[src/core/cfg_lock_consts.svh]
// Constants for the control-module region write-lock block.
// Assumes every file that needs a key or an answer code includes it; the guard makes repeats harmless.
`ifndef CFG_LOCK_CONSTS_SVH
`define CFG_LOCK_CONSTS_SVH
`define NUM_REGIONS 5
`define FIFTH_IDX 3'h4
`define FIFTH_LOCK_KEY 32'h143f832c
`define FIFTH_UNLOCK_KEY 32'h6f361e05
`define RESP_OKAY 2'h0
`define RESP_ERROR 2'h1
`define RESP_BLOCKED 2'h2
`endif

[src/core/cfg_lock_pkg.sv]
// Types shared by the region write-lock block.
// Assumes the constants header is on the include path.
`include "cfg_lock_consts.svh"
package cfg_lock_pkg;
  // One bus request as seen by the lock logic.
  typedef struct packed {
    logic valid;
    logic write;
    logic is_lock_reg;
    logic [2:0] region;
    logic [31:0] wdata;
  } lock_req_t;
  // Answer returned for every request.
  typedef struct packed {
    logic valid;
    logic [1:0] resp;
    logic pass_write;
    logic [31:0] rdata;
  } lock_resp_t;
endpackage

[src/core/config_region_write_lock.sv]
// Write-lock logic guarding five regions of the control-module register space.
// Assumes an upstream decoder flags lock-register accesses and the region of each access.
// Functional notes
// - Five lock registers, one per region.
// - Writes into locked region are discarded.
// - Register-specific lock key locks region.
// - Different register-specific unlock key unlocks region.
// - Fifth-region locked write returns bus error.
// - Then control module inaccessible until reset.
// - Fifth lock register reads lock key while locked, unlock key while open.
// - Fifth unlock key opens pad registers.
// - Fifth lock key closes fifth region.
`include "cfg_lock_consts.svh"
module config_region_write_lock
  import cfg_lock_pkg::*;
#(
  parameter logic [31:0] LOCK_KEY0 = 32'h00000001, // Arbitrary key values for regions 1-4.
  parameter logic [31:0] LOCK_KEY1 = 32'h00000002,
  parameter logic [31:0] LOCK_KEY2 = 32'h00000003,
  parameter logic [31:0] LOCK_KEY3 = 32'h00000004,
  // Unlock keys of regions one to four; each must differ from its lock key.
  parameter logic [31:0] UNLOCK_KEY0 = 32'h00000011,
  parameter logic [31:0] UNLOCK_KEY1 = 32'h00000012,
  parameter logic [31:0] UNLOCK_KEY2 = 32'h00000013,
  parameter logic [31:0] UNLOCK_KEY3 = 32'h00000014,
  parameter logic [4:0] RESET_LOCKS = 5'h00 // Reset lock state is not defined; open by default.
)(
  input wire logic i_clk,
  input wire logic i_rst_n,
  input wire lock_req_t i_req,
  output lock_resp_t o_resp,
  output logic [4:0] o_locked,
  output logic o_hung
);

  // Key decoding is a function because the next-state logic and the checks both need it.
  // Lock key for a given region.
  function automatic logic [31:0] lock_key(input logic [2:0] r);
    case (r)
      3'h0: lock_key = LOCK_KEY0;
      3'h1: lock_key = LOCK_KEY1;
      3'h2: lock_key = LOCK_KEY2;
      3'h3: lock_key = LOCK_KEY3;
      default: lock_key = `FIFTH_LOCK_KEY;
    endcase
  endfunction

  // Unlock key for a given region.
  function automatic logic [31:0] unlock_key(input logic [2:0] r);
    case (r)
      3'h0: unlock_key = UNLOCK_KEY0;
      3'h1: unlock_key = UNLOCK_KEY1;
      3'h2: unlock_key = UNLOCK_KEY2;
      3'h3: unlock_key = UNLOCK_KEY3;
      default: unlock_key = `FIFTH_UNLOCK_KEY;
    endcase
  endfunction

  // Running, or wedged after a locked fifth-region write; only reset leaves the wedge.
  typedef enum {ST_RUN, ST_HUNG} mode_t;

  logic [4:0] locked_reg; // One lock bit per region.
  logic [4:0] locked_next; // Lock bits after this cycle's request.
  mode_t mode_reg; // Whole-module accessibility.
  mode_t mode_next; // Accessibility after this cycle's request.
  logic hung_next; // Next value of the wedged output flag.
  lock_resp_t resp_reg; // Registered answer to the bus.
  lock_resp_t resp_next; // Answer to this cycle's request.
  logic in_range; // Region index names a real region.

  // Indexes past the fifth region are refused before they can touch a lock bit.
  assign in_range = (i_req.region < 3'(`NUM_REGIONS));

  // Next-state logic for lock bits, mode and answer.
  // Defaults hold every lock and give an empty answer when no request is present.
  always_comb
  begin
    locked_next = locked_reg;
    mode_next = mode_reg;
    resp_next = '0;
    if (i_req.valid)
    begin
      resp_next.valid = 1'b1;
      if (mode_reg == ST_HUNG)
      begin
        // Once hung nothing is reachable; every access is refused.
        resp_next.resp = `RESP_BLOCKED;
      end
      else if (!in_range)
      begin
        // Unknown region: answer with an error, no side effect.
        resp_next.resp = `RESP_ERROR;
      end
      else if (i_req.is_lock_reg)
      begin
        resp_next.resp = `RESP_OKAY;
        if (i_req.write)
        begin
          if (i_req.wdata == lock_key(i_req.region))
            locked_next[i_req.region] = 1'b1;
          else if (i_req.wdata == unlock_key(i_req.region))
            locked_next[i_req.region] = 1'b0;
          else
            locked_next[i_req.region] = locked_reg[i_req.region]; // Foreign value.
        end
        else
        begin
          // Open registers answer with their unlock key, so both states are visible.
          resp_next.rdata = locked_reg[i_req.region] ? lock_key(i_req.region)
                                                     : unlock_key(i_req.region);
        end
      end
      else if (i_req.write && locked_reg[i_req.region])
      begin
        // A write to a locked region never reaches the register file.
        resp_next.pass_write = 1'b0;
        if (i_req.region == `FIFTH_IDX)
        begin
          // The fifth region does not drop quietly: it errors and wedges the module.
          resp_next.resp = `RESP_ERROR;
          mode_next = ST_HUNG;
        end
        else
          resp_next.resp = `RESP_OKAY; // Regions one to four drop the write quietly.
      end
      else
      begin
        // Open region or a read: the access goes on to the register file.
        resp_next.resp = `RESP_OKAY;
        resp_next.pass_write = i_req.write;
      end
    end
    // The wedged flag is prepared here so that the output register only copies it.
    hung_next = (mode_next == ST_HUNG);
  end

  // Register every piece of state; the five bits make five lock registers.
  // The reset branch loads constants only, so a release never races a data path.
  always_ff @(posedge i_clk or negedge i_rst_n)
  begin
    if (!i_rst_n)
    begin
      locked_reg <= RESET_LOCKS;
      mode_reg <= ST_RUN;
      resp_reg <= '0;
      o_locked <= RESET_LOCKS;
      o_hung <= 1'b0;
    end
    else
    begin
      locked_reg <= locked_next;
      mode_reg <= mode_next;
      resp_reg <= resp_next;
      o_locked <= locked_next;
      o_hung <= hung_next;
    end
  end

  // The answer leaves straight from its register.
  assign o_resp = resp_reg;
endmodule // config_region_write_lock

[config.mk]
export PLATFORM = sky130hd
export DESIGN_NAME = config_region_write_lock
export DESIGN_NICKNAME = d
export VERILOG_FILES = /design/src/core/cfg_lock_pkg.sv /design/src/core/config_region_write_lock.sv
export VERILOG_INCLUDE_DIRS = /design/src /design/src/core
export SDC_FILE = /design/constraint.sdc
export NUM_CORES = 1
export LEC_CHECK = 0
export BUFFER_PORTS_ARGS = -buffer_cell sky130_fd_sc_hd__buf_2
export CORE_MARGIN = 3
export CORE_UTILIZATION = 45
export CTS_CLUSTER_SIZE = 40
export DETAILED_ROUTE_END_ITERATION = 8
export PLACE_DENSITY_LB_ADDON = 0.2
export SLEW_MARGIN = 20
export SYNTH_ARGS = -nofsm -noshare
export SYNTH_HDL_FRONTEND = slang
export SYNTH_SLANG_ARGS = --single-unit
export TNS_END_PERCENT = 20
[constraint.sdc]
create_clock -name i_clk -period 2.1 [get_ports i_clk]
set_clock_uncertainty 0.05 [all_clocks]
set_input_delay 0.105 -clock i_clk [delete_from_list [all_inputs] [get_ports i_clk]]
set_output_delay 0.105 -clock i_clk [all_outputs]
set_load 0.01 [all_outputs]
==> After elaboration in Yosys (flattened, before gate mapping) <==
Index checks and enable logic that the tools add are counted.
{ "word_totals": {"output_inout_bits": 42, "reg_bits": 74, "elab_cells": 64, "input_bits": 40} }
{ "classes": {"bitwise_logic": 4, "order_cmp": 3, "n_mux": 38, "eq_ne": 8, "reduce_logical": 4} }
{ "ops": {"columns": ["op", "n"], "rows": [
  ["32-bit 2-to-1 mux", 20],
  ["31-bit case mux with 4 select lines", 1],
  ["29-bit case mux with 4 select lines", 1],
  ["33-bit 2-to-1 mux", 2],
  ["32-bit by 2-bit equality test with 1-bit output, second input constant", 2],
  ["32-bit equality test", 2],
  ["36-bit 2-to-1 mux", 1],
  ["5-bit 2-to-1 mux", 2],
  ["3-bit by 2-bit equality test with 1-bit output, second input constant", 2],
  ["1-bit 2-to-1 mux", 6],
  ["5-bit AND", 1],
  ["5-bit bitwise mux", 1],
  ["5-bit inverter", 1],
  ["5-bit OR", 1],
  ["5-bit AND reduction", 1],
  ["3-bit by 4-bit less-than comparator with 1-bit output, second input constant", 1],
  ["2-bit 2-to-1 mux", 2],
  ["1-bit binary-select mux with 3-bit select", 1],
  ["1-bit demux with 3-bit select", 1],
  ["3-bit by 1-bit equality test with 1-bit output, second input constant", 1],
  ["3-bit equality test, second input constant", 1],
  ["3-bit by 1-bit greater-or-equal comparator with 1-bit output, second input constant", 1],
  ["3-bit logical NOT", 1],
  ["3-bit less-than comparator, second input constant", 1],
  ["other kinds (2)", 3]
]} }

==> Longest topological paths before layout <==
Gate-level depths: netlist (run 1).
{ "logic_depth": {"depth_word": 17, "ltp_mapped": 7, "depth_no_buf": 5} }

==> Least setup slack after synthesis (run 1) <==
No wires, ideal clock.
{ "synth_timing": {"path_type": "reg2reg", "startpoint": "register mode_reg[1]", "endpoint": "register mode_reg[0]", "setup_time_ns": 0.124, "path_buffers": 1, "stages_incl_launch_ff": 7, "required_ns": 1.926, "synth_period_minus_slack_ns": 1.683, "setup_slack_ns": 0.417, "t_arrival_ns": 1.508, "cell_sequence": "dfrtp_1 > nor4b_1 > nand4_1 > o21ai_2 > a2111oi_4 > buf_4 > or2_1"} }
{ "synth_between": {"elab_chain_len": 3} }
{ "synth_rtl": {"columns": ["item", "line", "text"], "rows": [
  ["from (decl)", "config_region_write_lock.sv:64", "mode_t mode_reg;"],
  ["from (signal assigned)", "config_region_write_lock.sv:152", "mode_reg <= mode_next;"],
  ["32-bit by 2-bit equality test with 1-bit output", "config_region_write_lock.sv:84", "if (mode_reg == ST_HUNG)"],
  ["32-bit 2-to-1 mux", "config_region_write_lock.sv:84", null],
  ["32-bit 2-to-1 mux", "config_region_write_lock.sv:81", "if (i_req.valid)"],
  ["via mode_next[0]", "config_region_write_lock.sv:65", "mode_t mode_next;"]
]} }
The timed path passes the listed nets, and every way through them passes these cells.
A chain may end at the register's enable or synchronous reset.

==> Worst setup path after layout (run 1) <==
{ "layout_timing": {"startpoint": "register mode_reg[24]", "endpoint": "register mode_reg[10]"} }
Same word-level chain as after synthesis.

==> flow_summary_export.csv, run 1 <==
group,metric,value,unit
timing,max_slew_margin,0.571,
synthesis,synth_compound_area_frac,0.118,
drt,drt-vias-per-instance,4.99,
timing,rsz0062_at_grt,"no",
drt,antenna_left,0,
clock_network,cts.clk_slew.worst_paths,80,ps
clock_network,clockBufferDepth,2,
clock_network,cts_setup_buffers,0,
drt,drt_iter0_drc,67,
worst_setup_path,critPathMaxFanout,23,
status,status,"complete, no violations",
synthesis,yosys_warnings,0,
global_routing,first_global_vias,1691,
power_and_ir_drop,p_per_area,695,mW/mm^2
synthesis,synth_cell_types,51,
placed_design,dp_hpwl,3630,um
synthesis,synth_adder_area_share,0,
worst_setup_path,critical_path_class,"flip-flop to flip-flop",
clock_network,clkSinkCount,49,
power_and_ir_drop,comb_power_share,0.127,
synthesis,yosys.area_share.simple,0.245,
clock_network,cts_root_buffer,"clkbuf_8",
power_and_ir_drop,clock_power_share,0.384,
global_routing,grt_pass1_wl,8050,um
global_routing,grt_start_max_net_pins,30,
synthesis,ys_seq_area_frac,0.505,
floorplanning,core,0.00517,sq mm
cells_and_area,layout_common_cells,"74 x buf_2, 49 x dfrtp_1, 32 x nor2b_1",
clock_network,cts_tree,"yes",
drt,wl,4800,um
power_and_ir_drop,pwr-share-seq,0.489,
worst_setup_path,worst_setup_path_end_kind,"flip-flop",
clock_network,clkLatencyLatePin,300,ps
floorplanning,start_util,0.470,
worst_setup_path,arrival,2120,ps
placed_design,port_buffers,74,
timing,finalSetupViolCount,0,
cells_and_area,diodes,0,
timing,period_share,0.924,
floorplanning,die_w,79.5,um
global_routing,track_usage,0.166,
floorplanning,die_y,79.5,um
synthesis,synthMuxAreaShare,0.0134,
worst_setup_path,crit_path_start_kind,"flip-flop",
synthesis,netlist_area,0.00243,sq mm
drt,dr_total_vias,1772,
power_and_ir_drop,p_leak,1.52,nW
cells_and_area,finalNetCount,324,
synthesis,ys_seq_elements,49,
timing,timing.hold.ws,72.5,ps
worst_setup_path,crit_chain,"nor4_1, nand4_1, o21ai_2, a2111oi_4, buf_12, buf_4, nor2b_1",
drt,first_pass_iters,4,
min_path,hp-class,"input port to flip-flop",
timing,hold_viol,0,
clock_network,h-tree-depth,2,
power_and_ir_drop,ir_drop,503,uV
timing,fmax,0.515,GHz
worst_setup_path,required,2280,ps
global_routing,grt-ovfl-total,0,
clock_network,cts_inserted_buffers,5,
worst_setup_path,cpLargestDelayFamily,"simple AND/OR/NAND/NOR gates",
synthesis,synth_area_per_cell,11.0,sq um
power_and_ir_drop,sw_frac_of_total,0.229,
cells_and_area,n_fill_cell,472,
cells_and_area,final_common_cell,"buf_2",
global_routing,antenna_found_initial,0,
power_and_ir_drop,p_sw,0.461,mW
timing,slew_viol_final,0,
floorplanning,fp.dieArea,0.00632,sq mm
cells_and_area,drive_above_1_share,0.375,
timing,fin_crit,1940,ps
timing,setup-tns-final,0,ps
floorplanning,num_rows,26,
run,maxCapViolCount,0,
cells_and_area,syn_to_final_growth,19.5,%
drt,route.detailed.drc,0,
cells_and_area,fin_util,0.561,
drt,wl_per_cell,13.5,um
power_and_ir_drop,p_int,1.56,mW
placed_design,finalWeightedCongestion,0.726,
timing,worstMarginPinSlew,644,ps
worst_setup_path,path_buf_inv,2,
synthesis,synth_xor_area_frac,0.0108,
synthesis,syn_inst,220,
worst_setup_path,slowest_delay,390,ps
worst_setup_path,cp_slowest_cell,"dfrtp_1",
floorplanning,io_pins,82,
cells_and_area,largest_reg_flops,32,
synthesis,synth_top_family_by_area,"simple AND/OR/NAND/NOR gates",
## what timing repair did
action	4_1_cts	5_1_grt
hold buffers	2	0
gates resized for setup	0	1
endpoints found under the hold margin	28	0
setup endpoints to repair	0	1
## kinds of logic after synthesis
group	after synthesis
buf+inv	37
simple gates	97
xor+xnor	3
other cells	1
compound gates	31
flops	49
mux	2
## path summary, 6_finish.rpt
check	start	end	slack (ps)	cells past startpoint
worst min-delay path	i_req[36]	o_resp[33]$_DFF_PN0_	70	3
worst min register to register	mode_reg[0]$_DFF_PN0_	mode_reg[0]$_DFF_PN0_	430	1
max in group asynchronous	i_rst_n	mode_reg[4]$_DFF_PN0_	1080	3
worst max-delay path	mode_reg[24]$_DFF_PN0_	mode_reg[10]$_DFF_PN0_	160	7
min in group asynchronous	i_rst_n	mode_reg[15]$_DFF_PN0_	300	2
worst max register to register	mode_reg[24]$_DFF_PN0_	mode_reg[10]$_DFF_PN0_	160	7
## worst min-delay path: cells and delay by family
family	cells	cell delay, ps
buf+inv	1	130
compound gates	1	70
simple gates	1	80
## synthesized netlist by cell type (all sizes together)
library cell  count  area share
and2              1      0.0026
a2111oi           3       0.026
nand3             3      0.0062
or3               1      0.0026
or2               3      0.0077
nor4              9       0.023
inv               3      0.0046
a211oi            3       0.011
a2111o            1      0.0046
nor3b             1      0.0031
o32ai             1      0.0036
a31o              1      0.0036
nand4             5       0.013
buf              32       0.099
o31a              1      0.0036
o21ai             8       0.020
nand4b            1      0.0098
mux2i             1      0.0041
nor2             13       0.020
nor3              7       0.014
nand3b            2      0.0062
conb              1      0.0015
nor2b            32       0.082
nand2b            1      0.0026
and3b             2      0.0072
and3              3      0.0077
nand2             6      0.0093
o31ai             1      0.0051
a311o             1      0.0041
and4              1      0.0036
xor2              1      0.0036
a21oi             1      0.0021
o21ba             3       0.012
or4               4       0.014
a31oi             4       0.010
nor4b             2      0.0098
o211ai            3       0.011
xnor2             2      0.0072
clkbuf            2      0.0031
mux4              1      0.0093
dfrtp            49        0.50
## metal layers
| layer | GRT usage | vias to the layer above | wire length, um |
|---|---|---|---|
| li1 | - | 879 | - |
| met1 | 0.238 | 838 | 2300 |
| met2 | 0.248 | 50 | 2170 |
| met3 | 0.0451 | 5 | 283 |
| met4 | 0.0412 | 0 | 45 |
| met5 | 0 | - | 0 |
## per-stage QoR
| stage | power, mW | std cells | instance area, sq um | worst slack [ps] |
|---|---|---|---|---|
| after floorplan | 1.15 | 226 | 2450 | 417 |
| after global placement | 1.26 | 345 | 2740 | 236 |
| after detailed placement | 1.26 | 345 | 2740 | 166 |
| after CTS | 2.04 | 355 | 2900 | 142 |
| after global routing | 2.10 | 355 | 2900 | 6.10 |
| final | 2.02 | 355 | 2900 | 160 |
## power by group through the flow
| stage | Combinational [mW] | Clock (mW) | Sequential [mW] |
|---|---|---|---|
| global route | 0.286 | 0.829 | 0.990 |
| finish | 0.256 | 0.775 | 0.986 |
| floorplan | 0.141 | 0 | 1.01 |
| global placement | 0.251 | 0 | 1.00 |
| CTS | 0.259 | 0.791 | 0.986 |
| detailed placement | 0.254 | 0 | 1.01 |
## layout make-up
class / instances / area, sq um / area share
flip-flops and latches: 49 / 1230 / 0.422
multi-input cells: 140 / 973 / 0.335
repair buffers: 85 / 470 / 0.162
well taps: 70 / 87.6 / 0.0302
clock buffers: 5 / 68.8 / 0.0237
clock inverters: 3 / 65.1 / 0.0224
inverters: 3 / 11.3 / 0.00388
(Power assumes the default switching activity.)
==> run 2: changes to the inputs <==
clock period = 2.2 ns   (was 2.1 ns; I/O delays follow)
==> flow_summary_export.csv, run 2 (same netlist as run 1, synthesis figures left out) <==
group,metric,value,unit
worst_setup_path,r2r_start,"mode_reg[4]$_DFF_PN0_",
placed_design,port_buffers,74,
timing,fmax,0.494,GHz
clock_network,clkSinkCount,49,
clock_network,clkLatencyLatePin,300,ps
placed_design,dp_hpwl,3540,um
min_path,worstHoldEndpoint,"o_resp[33]$_DFF_PN0_",
min_path,hp-class,"input port to flip-flop",
drt,dr_total_vias,1795,
global_routing,grt_start_max_net_pins,29,
timing,max_slew_margin,0.660,
drt,antenna_left,0,
run,maxCapViolCount,0,
worst_setup_path,cp_slowest_cell,"dfrtp_1",
clock_network,clockBufferDepth,2,
worst_setup_path,reg2reg_to,"o_hung$_DFF_PN0_",
min_path,min_path_cells,3,
floorplanning,io_pins,82,
power_and_ir_drop,ir_drop,382,uV
floorplanning,fp.dieArea,0.00632,sq mm
floorplanning,start_util,0.470,
worst_setup_path,reg2reg_slack,180,ps
floorplanning,core,0.00517,sq mm
clock_network,post_cts_resize_count,0,
drt,wl,4720,um
global_routing,grt_pass1_wl,7910,um
timing,period_share,0.920,
global_routing,grt-ovfl-total,0,
drt,route.detailed.drc,0,
placed_design,finalWeightedCongestion,0.754,
worst_setup_path,critPathMaxFanout,9,
cells_and_area,diodes,0,
floorplanning,num_rows,26,
cells_and_area,largest_reg_flops,32,
clock_network,cts_root_buffer,"clkbuf_8",
global_routing,antenna_found_initial,0,
clock_network,h-tree-depth,2,
worst_setup_path,slowest_delay,380,ps
floorplanning,die_y,79.5,um
timing,finalSetupViolCount,0,
worst_setup_path,required,2340,ps
drt,drt_iter0_drc,51,
timing,fin_crit,2020,ps
cells_and_area,layout_common_cells,"74 x buf_2, 49 x dfrtp_1, 32 x nor2b_1",
drt,first_pass_iters,4,
worst_setup_path,crit_chain,"nor4_1, nand4_1, o21ai_2, a2111oi_4, buf_4, buf_12, or2_1",
timing,slew_viol_final,0,
floorplanning,die_w,79.5,um
status,status,"complete, no violations",
worst_setup_path,worst_setup_path_end_kind,"flip-flop",
worst_setup_path,arrival,2160,ps
timing,worstMarginPinSlew,510,ps
power_and_ir_drop,p_per_area,590,mW/mm^2
clock_network,cts_tree,"yes",
global_routing,first_global_vias,1727,
drt,drt-vias-per-instance,5.00,
cells_and_area,drive_above_1_share,0.377,
timing,setup-tns-final,0,ps
cells_and_area,finalNetCount,329,
clock_network,cts_inserted_buffers,5,
worst_setup_path,crit_path_start_kind,"flip-flop",
power_and_ir_drop,power,1.71,mW
cells_and_area,final_common_cell,"buf_2",
drt,wl_per_cell,13.1,um
clock_network,cts.clk_slew.worst_paths,80,ps
timing,hold_viol,0,
global_routing,track_usage,0.160,
worst_setup_path,worstRegToRegCells,7,
timing,rsz0062_at_grt,"no",
worst_setup_path,critical_path_class,"flip-flop to flip-flop",
cells_and_area,syn_to_final_growth,19.3,%
min_path,min_from,"i_req[36]",
power_and_ir_drop,p_leak,1.52,nW
-- run 2: layer usage --
| metal | global-route usage | routed length (um) | vias up |
|---|---|---|---|
| met4 | 0.0704 | 100 | 0 |
| met5 | 0 | 0 | - |
| met3 | 0.0418 | 278 | 10 |
| li1 | - | - | 889 |
| met2 | 0.248 | 2170 | 54 |
| met1 | 0.212 | 2170 | 842 |
-- run 2: final cells by class --
| cell class | instances | area, sq um |
|---|---|---|
| Fill cell | 471 | 2270 |
| Sequential cell | 49 | 1230 |
| Multi-Input combinational cell | 140 | 967 |
| Timing Repair Buffer | 90 | 520 |
| Tap cell | 70 | 87.6 |
| Clock buffer | 7 | 86.3 |
| Inverter | 3 | 11.3 |
-- run 2: through the flow --
stage / setup slack [ps] / hold WS [ps] / cell area (sq um) / cells / utilization
2_1_floorplan: 517 / -236 / 2450 / 226 / -
3_3_place_gp: 154 / 60.4 / 2760 / 347 / 0.533
3_5_place_dp: 154 / 65.2 / 2760 / 347 / 0.533
4_1_cts: 158 / 66.9 / 2860 / 356 / 0.554
5_1_grt: 29.5 / 86.5 / 2900 / 359 / 0.560
6_report: 177 / 78.2 / 2900 / 359 / 0.560
-- run 2: how the worst max path moves through the flow --
stage,from,to,slack [ps]
floorplan,mode_reg[1]$_DFF_PN0_,mode_reg[0]$_DFF_PN0_,520
global placement,i_req[32],mode_reg[27]$_DFF_PN0_,150
detailed placement,i_req[32],mode_reg[24]$_DFF_PN0_,150
CTS,mode_reg[0]$_DFF_PN0_,mode_reg[17]$_DFF_PN0_,160
global route,mode_reg[1]$_DFF_PN0_,o_hung$_DFF_PN0_,30
finish,mode_reg[4]$_DFF_PN0_,o_hung$_DFF_PN0_,180
-- run 2: where the power goes --
part | switching, mW | internal [mW]
clock network | 0.270 | 0.249
registers | 0.0165 | 0.924
logic | 0.136 | 0.115
-- run 2: timing repair --
action | CTS | global route
hold buffers | 2 | 0
endpoints found under the setup margin | 0 | 16
endpoints found under the hold margin | 23 | 0
buffers inserted | 0 | 3
-- run 2: worst max-delay path, delay by kind of cell (launching register included) --
kind	cells	cell delay (ps)
flip-flops	1	380
AND/OR/NAND/NOR	3	800
buffers and inverters	2	310
AO/OA/AOI/OAI	2	360
